--- src/rtl/clkgen_pkg.sv ---
// Purpose: shared constants and types for the clock generator output and gating block
// Assumes: registers are byte wide, one per aligned APB word at four times the index
// Notes: indices are kept as printed; byte addresses are derived from them
package clkgen_pkg;

  // register indices and derived byte addresses
  localparam int INDEX_SHIFT = 2;
  localparam logic [31:0] SLEEP_CTRL_INDEX = 32'h0000_5062;
  localparam logic [31:0] CLOCK_OUT_A_INDEX = 32'h0000_5064;
  localparam logic [31:0] CLOCK_OUT_B_INDEX = 32'h0000_5065;
  localparam logic [31:0] PCLK_GATE_INDEX = 32'h0000_5080;
  localparam logic [31:0] CORE_GEAR_INDEX = 32'h0000_5081;
  localparam logic [31:0] SLEEP_CTRL_ADDR = SLEEP_CTRL_INDEX << INDEX_SHIFT;
  localparam logic [31:0] CLOCK_OUT_A_ADDR = CLOCK_OUT_A_INDEX << INDEX_SHIFT;
  localparam logic [31:0] CLOCK_OUT_B_ADDR = CLOCK_OUT_B_INDEX << INDEX_SHIFT;
  localparam logic [31:0] PCLK_GATE_ADDR = PCLK_GATE_INDEX << INDEX_SHIFT;
  localparam logic [31:0] CORE_GEAR_ADDR = CORE_GEAR_INDEX << INDEX_SHIFT;

  // field positions
  localparam int OUT_EN_BIT = 0;
  localparam int OUT_SRC_LSB = 2;
  localparam int OUT_DIV_LSB = 4;
  localparam int SLEEP_HIGH_BIT = 4;
  localparam int SLEEP_LOW_BIT = 5;
  localparam int SLEEP_INT_BIT = 6;
  localparam int SLEEP_ONE_BIT = 1;

  // reset values
  localparam logic SLEEP_STOP_RESET = 1'b1;
  localparam logic OUT_EN_RESET = 1'b0;
  localparam logic [1:0] PCLK_GATE_RESET = 2'h3;
  localparam logic [1:0] CORE_GEAR_RESET = 2'h0;
  localparam logic [2:0] GEAR_COUNT_RESET = 3'h0;

  // peripheral clock gate codes
  localparam logic [1:0] PCLK_ON = 2'h3;

  typedef enum logic [1:0] {
    SRC_INTERNAL = 2'b00,
    SRC_LOW_SPEED = 2'b01,
    SRC_HIGH_SPEED = 2'b10,
    SRC_RESERVED = 2'b11
  } clock_source_t;

  typedef enum logic [1:0] {
    DIV_1 = 2'b00,
    DIV_2 = 2'b01,
    DIV_4 = 2'b10,
    DIV_RESERVED = 2'b11
  } clock_divider_t;

endpackage

--- src/rtl/clk_out_if.sv ---
// Purpose: bundle between the register file and one external clock output channel
// Assumes: single clock domain, oscillator levels already synchronous
// Notes: osc_level bit order follows the source codes
`timescale 1ns/1ps
interface clk_out_if;
  logic [2:0] osc_level;
  clkgen_pkg::clock_source_t source;
  clkgen_pkg::clock_divider_t divider;
  logic enable;
  logic out;
  modport channel(input osc_level, input source, input divider, input enable, output out);
  modport control(output osc_level, output source, output divider, output enable, input out);
endinterface

--- src/rtl/clock_gen_output_gating.sv ---
// Purpose: sleep stop control, two clock outputs, peripheral clock gate and core gear
// Assumes: APB slave, zero wait states; oscillator clocks arrive as sampled levels
// Notes: ce_i low freezes every flop and holds pready low
//
// The APB interface to the registers is this design's own decision.
`timescale 1ns/1ps

// Summary of operation
// - low-speed oscillator stops in sleep if set
// - high-speed oscillator stops in sleep if set
// - output A divider 1, 2, 4
// - output A low-speed source bypasses divider
// - output A source internal, low, high
// - output A enable drives pin
// - output B divider 1, 2, 4
// - output B low-speed source bypasses divider
// - output B source internal, low, high
// - output B enable drives pin
// - peripheral gate 3 on, 0 off
// - outputs keep running with peripheral clock off
// - core clock gear divides 1, 2, 4, 8
// - internal oscillator stops in sleep if set
// - wake restores state, internal oscillator selected
module clock_gen_output_gating (
  input wire logic clock_i,
  input wire logic rst_i,
  input wire logic ce_i,
  input wire logic psel_i,
  input wire logic penable_i,
  input wire logic pwrite_i,
  input wire logic [31:0] paddr_i,
  input wire logic [31:0] pwdata_i,
  input wire logic [3:0] pstrb_i,
  output logic [31:0] prdata_o,
  output logic pready_o,
  output logic pslverr_o,
  input wire logic sleep_i,
  input wire logic internal_osc_enable_i,
  input wire logic low_speed_osc_enable_i,
  input wire logic high_speed_osc_enable_i,
  input wire logic internal_osc_clk_i,
  input wire logic low_speed_osc_clk_i,
  input wire logic high_speed_osc_clk_i,
  output logic internal_osc_run_o,
  output logic low_speed_osc_run_o,
  output logic high_speed_osc_run_o,
  output logic wake_internal_osc_on_o,
  output logic wake_select_internal_o,
  output logic clock_out_a_o,
  output logic clock_out_b_o,
  output logic [1:0] peripheral_clock_group_o,
  output logic peripheral_clock_on_o,
  output logic core_clock_enable_o
);

  logic internal_osc_sleep_stop;
  logic low_speed_osc_sleep_stop;
  logic high_speed_osc_sleep_stop;
  logic [1:0] peripheral_clock_gate_field;
  logic [1:0] core_clock_gear_field;
  logic [2:0] gear_count;
  logic prev_sleep;
  logic [1:0] chan_out;
  logic [1:0] out_src [2];
  logic [1:0] out_div [2];
  logic out_en [2];
  logic [7:0] out_ctrl_read [2];

  // bus phases and address decode
  wire setup = psel_i & ~penable_i;
  wire access = psel_i & penable_i & ce_i;
  wire lane0 = pstrb_i[0];
  wire wr_access = access & pwrite_i & lane0;
  wire hit_sleep = paddr_i == clkgen_pkg::SLEEP_CTRL_ADDR;
  wire hit_a = paddr_i == clkgen_pkg::CLOCK_OUT_A_ADDR;
  wire hit_b = paddr_i == clkgen_pkg::CLOCK_OUT_B_ADDR;
  wire hit_gate = paddr_i == clkgen_pkg::PCLK_GATE_ADDR;
  wire hit_gear = paddr_i == clkgen_pkg::CORE_GEAR_ADDR;
  wire mapped = hit_sleep | hit_a | hit_b | hit_gate | hit_gear;
  wire [1:0] hit_out = {hit_b, hit_a};

  // write strobes per register
  wire wr_sleep = wr_access & hit_sleep;
  wire wr_gate = wr_access & hit_gate;
  wire wr_gear = wr_access & hit_gear;

  // zero wait state answer; unmapped addresses answer with an error
  assign pready_o = ce_i;
  assign pslverr_o = psel_i & penable_i & ~mapped;

  // read images; unused bits read zero, bit 1 of sleep control reads one
  wire [7:0] sleep_read = {1'b0, internal_osc_sleep_stop, low_speed_osc_sleep_stop,
                           high_speed_osc_sleep_stop, 2'b00, 1'b1, 1'b0};
  wire [7:0] gate_read = {6'h00, peripheral_clock_gate_field};
  wire [7:0] gear_read = {6'h00, core_clock_gear_field};
  wire [7:0] read_byte = hit_sleep ? sleep_read :
                         hit_a ? out_ctrl_read[0] :
                         hit_b ? out_ctrl_read[1] :
                         hit_gate ? gate_read :
                         hit_gear ? gear_read : 8'h00;

  // read data captured in the setup cycle, held through the access phase
  always_ff @(posedge clock_i) begin
    if (rst_i) begin
      prdata_o <= 32'h0000_0000;
    end else if (ce_i && setup) begin
      prdata_o <= {24'h00_0000, read_byte};
    end
  end

  // sleep stop control bits
  always_ff @(posedge clock_i) begin
    if (rst_i) begin
      internal_osc_sleep_stop <= clkgen_pkg::SLEEP_STOP_RESET;
      low_speed_osc_sleep_stop <= clkgen_pkg::SLEEP_STOP_RESET;
      high_speed_osc_sleep_stop <= clkgen_pkg::SLEEP_STOP_RESET;
    end else if (wr_sleep) begin
      internal_osc_sleep_stop <= pwdata_i[clkgen_pkg::SLEEP_INT_BIT];
      low_speed_osc_sleep_stop <= pwdata_i[clkgen_pkg::SLEEP_LOW_BIT];
      high_speed_osc_sleep_stop <= pwdata_i[clkgen_pkg::SLEEP_HIGH_BIT];
    end
  end

  // sleep exit edge
  wire wake = prev_sleep & ~sleep_i;
  wire next_low_run = low_speed_osc_enable_i & ~(sleep_i & low_speed_osc_sleep_stop);
  wire next_high_run = high_speed_osc_enable_i & ~(sleep_i & high_speed_osc_sleep_stop);
  wire next_int_run = (internal_osc_enable_i & ~(sleep_i & internal_osc_sleep_stop)) | wake;

  // oscillator run requests and wake pulses
  always_ff @(posedge clock_i) begin
    if (rst_i) begin
      prev_sleep <= 1'b0;
      internal_osc_run_o <= 1'b1;
      low_speed_osc_run_o <= 1'b0;
      high_speed_osc_run_o <= 1'b0;
      wake_internal_osc_on_o <= 1'b0;
      wake_select_internal_o <= 1'b0;
    end else if (ce_i) begin
      prev_sleep <= sleep_i;
      internal_osc_run_o <= next_int_run;
      low_speed_osc_run_o <= next_low_run;
      high_speed_osc_run_o <= next_high_run;
      wake_internal_osc_on_o <= wake;
      wake_select_internal_o <= wake;
    end
  end

  // both clock output channels: register, interface and channel logic
  genvar ch;
  generate
    for (ch = 0; ch < 2; ch++) begin : chan
      clk_out_if link ();
      wire wr_this = wr_access & hit_out[ch];

      always_ff @(posedge clock_i) begin
        if (rst_i) begin
          out_src[ch] <= clkgen_pkg::SRC_INTERNAL;
          out_div[ch] <= clkgen_pkg::DIV_1;
          out_en[ch] <= clkgen_pkg::OUT_EN_RESET;
        end else if (wr_this) begin
          out_src[ch] <= pwdata_i[clkgen_pkg::OUT_SRC_LSB +: 2];
          out_div[ch] <= pwdata_i[clkgen_pkg::OUT_DIV_LSB +: 2];
          out_en[ch] <= pwdata_i[clkgen_pkg::OUT_EN_BIT];
        end
      end

      assign out_ctrl_read[ch] = {2'b00, out_div[ch], out_src[ch], 1'b0, out_en[ch]};
      assign link.osc_level = {high_speed_osc_clk_i, low_speed_osc_clk_i, internal_osc_clk_i};
      assign link.source = clkgen_pkg::clock_source_t'(out_src[ch]);
      assign link.divider = clkgen_pkg::clock_divider_t'(out_div[ch]);
      assign link.enable = out_en[ch];
      assign chan_out[ch] = link.out;

      clock_out_channel unit (
        .clock_i(clock_i),
        .rst_i(rst_i),
        .ce_i(ce_i),
        .port(link.channel)
      );
    end
  endgenerate

  assign clock_out_a_o = chan_out[0];
  assign clock_out_b_o = chan_out[1];

  // peripheral clock gate and core gear fields
  always_ff @(posedge clock_i) begin
    if (rst_i) begin
      peripheral_clock_gate_field <= clkgen_pkg::PCLK_GATE_RESET;
      core_clock_gear_field <= clkgen_pkg::CORE_GEAR_RESET;
    end else begin
      if (wr_gate) begin
        peripheral_clock_gate_field <= pwdata_i[1:0];
      end
      if (wr_gear) begin
        core_clock_gear_field <= pwdata_i[1:0];
      end
    end
  end

  // gate field supplies clock
  // each bit feeds one group, so the prohibited codes halt only part
  assign peripheral_clock_group_o = peripheral_clock_gate_field;
  assign peripheral_clock_on_o = peripheral_clock_gate_field == clkgen_pkg::PCLK_ON;

  wire [2:0] gear_mask = (core_clock_gear_field == 2'h0) ? 3'h0 :
                         (core_clock_gear_field == 2'h1) ? 3'h1 :
                         (core_clock_gear_field == 2'h2) ? 3'h3 : 3'h7;
  wire [2:0] next_gear_count = 3'(gear_count + 3'h1);
  wire gear_tick = (gear_count & gear_mask) == 3'h0;

  // free running gear counter and core clock enable pulse
  always_ff @(posedge clock_i) begin
    if (rst_i) begin
      gear_count <= clkgen_pkg::GEAR_COUNT_RESET;
      core_clock_enable_o <= 1'b0;
    end else if (ce_i) begin
      gear_count <= next_gear_count;
      core_clock_enable_o <= gear_tick;
    end
  end

endmodule

--- src/rtl/clock_out_channel.sv ---
// Purpose: one external clock output with source select, divider and glitch-free enable
// Assumes: oscillator levels are sampled on clock_i, well below half its rate
// Notes: new settings are taken only while the pin is low at a phase boundary
`timescale 1ns/1ps
module clock_out_channel (
  input wire logic clock_i,
  input wire logic rst_i,
  input wire logic ce_i,
  clk_out_if.channel port
);

  clkgen_pkg::clock_source_t active_src;
  clkgen_pkg::clock_divider_t active_div;
  logic active_en;
  logic prev_level;
  logic half_count;
  logic out;

  // selected source level and its rising edge
  wire level = (active_src == clkgen_pkg::SRC_RESERVED) ? 1'b0 : port.osc_level[active_src];
  wire rise = level & ~prev_level;
  wire undivided = (active_src == clkgen_pkg::SRC_LOW_SPEED) ||
                   (active_div == clkgen_pkg::DIV_1) ||
                   (active_div == clkgen_pkg::DIV_RESERVED);
  wire last_edge = (active_div == clkgen_pkg::DIV_2) | half_count;
  wire may_reload = ~out & (~active_en | (undivided ? ~level : (~rise & ~half_count)));

  // settings shadow, edge counting and pin drive
  always_ff @(posedge clock_i) begin
    if (rst_i) begin
      active_src <= clkgen_pkg::SRC_INTERNAL;
      active_div <= clkgen_pkg::DIV_1;
      active_en <= clkgen_pkg::OUT_EN_RESET;
      prev_level <= 1'b0;
      half_count <= 1'b0;
      out <= 1'b0;
    end else if (ce_i) begin
      prev_level <= level;
      if (may_reload) begin
        active_src <= port.source;
        active_div <= port.divider;
        active_en <= port.enable;
        half_count <= 1'b0;
        out <= 1'b0;
      end else if (!active_en) begin
        out <= 1'b0; // static low while disabled
      end else if (undivided) begin
        // high pulses start only on a source edge
        out <= rise | (out & level);
      end else if (rise) begin
        if (last_edge) begin
          out <= ~out;
          half_count <= 1'b0;
        end else begin
          half_count <= 1'b1;
        end
      end
    end
  end

  assign port.out = out;

endmodule

--- config.mk ---
export PLATFORM = sky130hd
export DESIGN_NAME = clock_gen_output_gating
export DESIGN_NICKNAME = d
export VERILOG_FILES = /design/src/rtl/clkgen_pkg.sv /design/src/rtl/clk_out_if.sv /design/src/rtl/clock_gen_output_gating.sv /design/src/rtl/clock_out_channel.sv
export SDC_FILE = /design/constraint.sdc
export NUM_CORES = 1
export LEC_CHECK = 0
export ABC_AREA = 1
export BUFFER_PORTS_ARGS = -buffer_cell sky130_fd_sc_hd__buf_4
export CAP_MARGIN = 20
export CORE_MARGIN = 2
export CORE_UTILIZATION = 51
export DETAILED_ROUTE_END_ITERATION = 10
export PLACE_DENSITY = 0.86
export SLEW_MARGIN = 10
export SYNTH_ARGS = -nofsm -noshare
export SYNTH_HDL_FRONTEND = slang
export SYNTH_SLANG_ARGS = --single-unit
--- constraint.sdc ---
create_clock -name clock_i -period 2.7 [get_ports clock_i]
set_input_delay 0.135 -clock clock_i [delete_from_list [all_inputs] [get_ports clock_i]]
set_output_delay 0.135 -clock clock_i [all_outputs]
set_load 0.1 [all_outputs]
==> flow_summary.ini <==
[outcome]
run_status = finished clean

[power]
p_int_mw = 1.11
share_clk_of_total_power = 0.245
sw_frac_of_total = 0.382
comb_power_share = 0.297
net-switching-power_mw = 0.682
power_leakage_nw = 1.62
power.share.sequential = 0.458
max-vdd-ir-drop_mv = 0.267
power.density_nw_per_um2 = 522

[die]
dieHeight_um = 78.6
core_region_area_um2 = 5440
rows = 27
io_pins = 126
floorplan.initialDensity = 0.522
fp.dieW_um = 78.6
die_area_um2 = 6180

[global_route]
gr-total-overflow = 0
wire_length_of_the_first_global_routing_pass_um = 11000
grt_max_degree = 24
grt_util_overall = 0.222
via_count_of_the_first_global_routing_pass = 2576
antenna_violations_before_repair = 0

[timing]
fin_skew_ps = 10.3
max-slew-margin-rel = 0.602
final_hold_viol_count = 0
fin_crit_sh = 0.604
worst-slew-pin-transition_ps = 596
setup_violations = 0
unrepaired_setup_endpoints_after_global_routing = no
slew_viol_final = 0
maxClockFrequency_ghz = 0.613
final_period_demand_of_the_worst_path_ps = 1630
totalNegativeSetupSlack_ps = 0

[clock_tree]
cts_tree = yes
cts_buffers = 5
htree_num_levels = 2
post_cts_resized = 0
maximum_buffer_depth_of_the_clock_tree = 2
worst_skew_pair.late_latency_ps = 310
cts_root_buf = clkbuf_8
cts.clk_slew.worst_paths_ps = 90
cts.repair_timing.setup_buffer_count = 0
holdBufCountCts = 0
clock-sinks = 49

[synthesis]
synth-edff-count = 10
yosys_register_bits = 49
ys.flop_type = dfxtp_1
synth-async-reset-ratio = 0
sequential_fraction_of_the_synthesis_area = 0.381
synthDominantAreaCellType = dfxtp_1
syn_area_per_cell_um2 = 6.84
synth.area.top_cells = dfxtp_1, nand2_1, edfxtp_1, nor2_1, inv_1
synth_top_area_share = 0.275
synth_top_cells_by_count = nand2_1, nor2_1, inv_1
postSynthCellCount = 415
ys_warn_count = 0
yosysUniqueCellTypes = 32
yosys.cell_count.top_type = nand2_1
area_of_the_mapped_netlist_um2 = 2840

[drt]
vias = 2798
drt_pass1_iterations = 4
drt.antenna.violating_nets = 0
routed_wire_length_per_instance_um = 11.8
finalWirelength_um = 6560
first_iter_violations = 142
route.detailed.drc = 0
via_per_inst = 5.02

[flow_run]
maxCapViolations = 0

[worst_setup_path]
timing.critical_path.fanout_max = 11
reg2reg_depth = 11
startpoint_type = flip-flop
critPathKind = reg2reg
arrival_time_reported_for_the_critical_path_endpoint_ps = 1850
required_ps = 2920
crit_path_end_kind = flip-flop

[place]
io_buffers = 72
sum_of_net_half_perimeters_after_detailed_placement_um = 5290
routabilityCongestion = 0.913
placedCellCount = 549

[layout]
post_route_cells_drive_above_1_share = 0.200
layout_area_overhead_pct = 20.6
fillerInstances = 496
n_antenna_cell = 0
instances_no_fill = 557
nNetsFinal = 566

[hold_path]
worst_hold_path_type = in2reg
hold_path_depth = 2
## layout make-up
cell class | instances | area [um2] | area share
inverter | 58 | 218 | 0.0636
clock inverter | 2 | 13.8 | 0.00402
timing repair buffer | 73 | 548 | 0.160
sequential | 49 | 1080 | 0.316
tap | 72 | 90.1 | 0.0263
clock buffer | 6 | 72.6 | 0.0212
multi-input combinational | 297 | 1400 | 0.409
## sequential cells by signal (all words and copies together) (netlist names), 2 cells and up
| register | count |
|---|---|
| chan.unit.half_count | 2 |
| chan.unit.active_en | 2 |
| peripheral_clock_group_o | 2 |
| chan.unit.prev_level | 2 |
| out_en | 2 |
| chan.unit.port.out | 2 |
| gear_count | 3 |
| chan.unit.active_div | 4 |
| out_div | 4 |
| prdata_o | 7 |
| core_clock_gear_field | 2 |
| chan.unit.active_src | 4 |
| out_src | 4 |
## critical path, cell delays in order (launching register included)
cell     delay, ps
dfxtp_1        360
inv_1           70
nand2_1         60
nand3_1        100
nand2_1        130
nand2_1         70
nand3_1        100
nand3_1        270
nand2_1        200
nand3_1         90
nand2_1         70
nor2_1          30
## cell usage in the layout, fill, tap and decap left out
master	instances
a211oi_1	3
inv_2	1
o21ai_0	22
nor2_4	1
clkinv_2	1
edfxtp_1	10
nand3b_1	1
nand2_2	1
nor3b_2	1
o21a_1	2
dfxtp_1	39
conb_1	25
nand2_1	81
nor2_1	58
clkbuf_1	1
nor2_2	5
clkinv_1	2
nor4_2	1
nand4_1	5
a21oi_1	33
o2111ai_1	2
nand3_1	34
o21ai_1	2
inv_1	55
o211ai_1	9
clkbuf_8	5
nor3_1	2
nand3_2	4
ha_1	1
inv_6	1
or2_2	2
nor3_2	1
and3b_1	1
buf_4	73
## stage by stage
| step | hold slack [ps] | power [mW] | setup slack (ps) | cell area [um2] | utilization |
|---|---|---|---|---|---|
| after floorplan | 259 | 1.27 | 156 | 2940 | - |
| after global placement | 362 | 1.35 | 1020 | 3340 | 0.614 |
| after detailed placement | 363 | 1.36 | 964 | 3340 | 0.614 |
| after CTS | 44.1 | 1.79 | 1060 | 3420 | 0.629 |
| after global routing | 40.9 | 1.87 | 788 | 3420 | 0.629 |
| final | 45.3 | 1.79 | 1070 | 3420 | 0.629 |
## final timing paths
| kind | startpoint | to | slack (ps) |
|---|---|---|---|
| setup / recovery | chan[1].unit.active_src[0]$_SDFFE_PP0P_ | chan[1].unit.half_count$_SDFFE_PP0P_ | 1070 |
| hold / removal | pwdata_i[0] | core_clock_gear_field[0]$_SDFFE_PP0P_ | 50 |
| setup reg to reg | chan[1].unit.active_src[0]$_SDFFE_PP0P_ | chan[1].unit.half_count$_SDFFE_PP0P_ | 1070 |
| hold reg to reg | internal_osc_sleep_stop$_SDFFE_PP1P_ | internal_osc_sleep_stop$_SDFFE_PP1P_ | 470 |
## per-layer routing
| layer | vias to the layer above | track usage | wire, um |
|---|---|---|---|
| met5 | - | 0 | 0 |
| met4 | 0 | 0.0860 | 115 |
| met3 | 12 | 0.0368 | 313 |
| met2 | 82 | 0.402 | 3420 |
| met1 | 1273 | 0.260 | 2710 |
| li1 | 1431 | - | - |
## power by group through the flow
stage	Combinational (mW)	Sequential, mW	Clock, mW
6_report	0.530	0.819	0.438
5_1_grt	0.573	0.824	0.471
2_1_floorplan	0.374	0.897	0
3_5_place_dp	0.529	0.836	0
3_3_place_gp	0.519	0.834	0
4_1_cts	0.530	0.819	0.438
## cells by family after synthesis
logic type,count (synthesis),synth area share
simple gates,198,0.310
buf+inv,93,0.160
compound gates,73,0.144
flops,49,0.381
fa+ha+maj,1,0.00441
other cells,1,0.00132
Note: power is estimated with default switching activity, not from simulation.
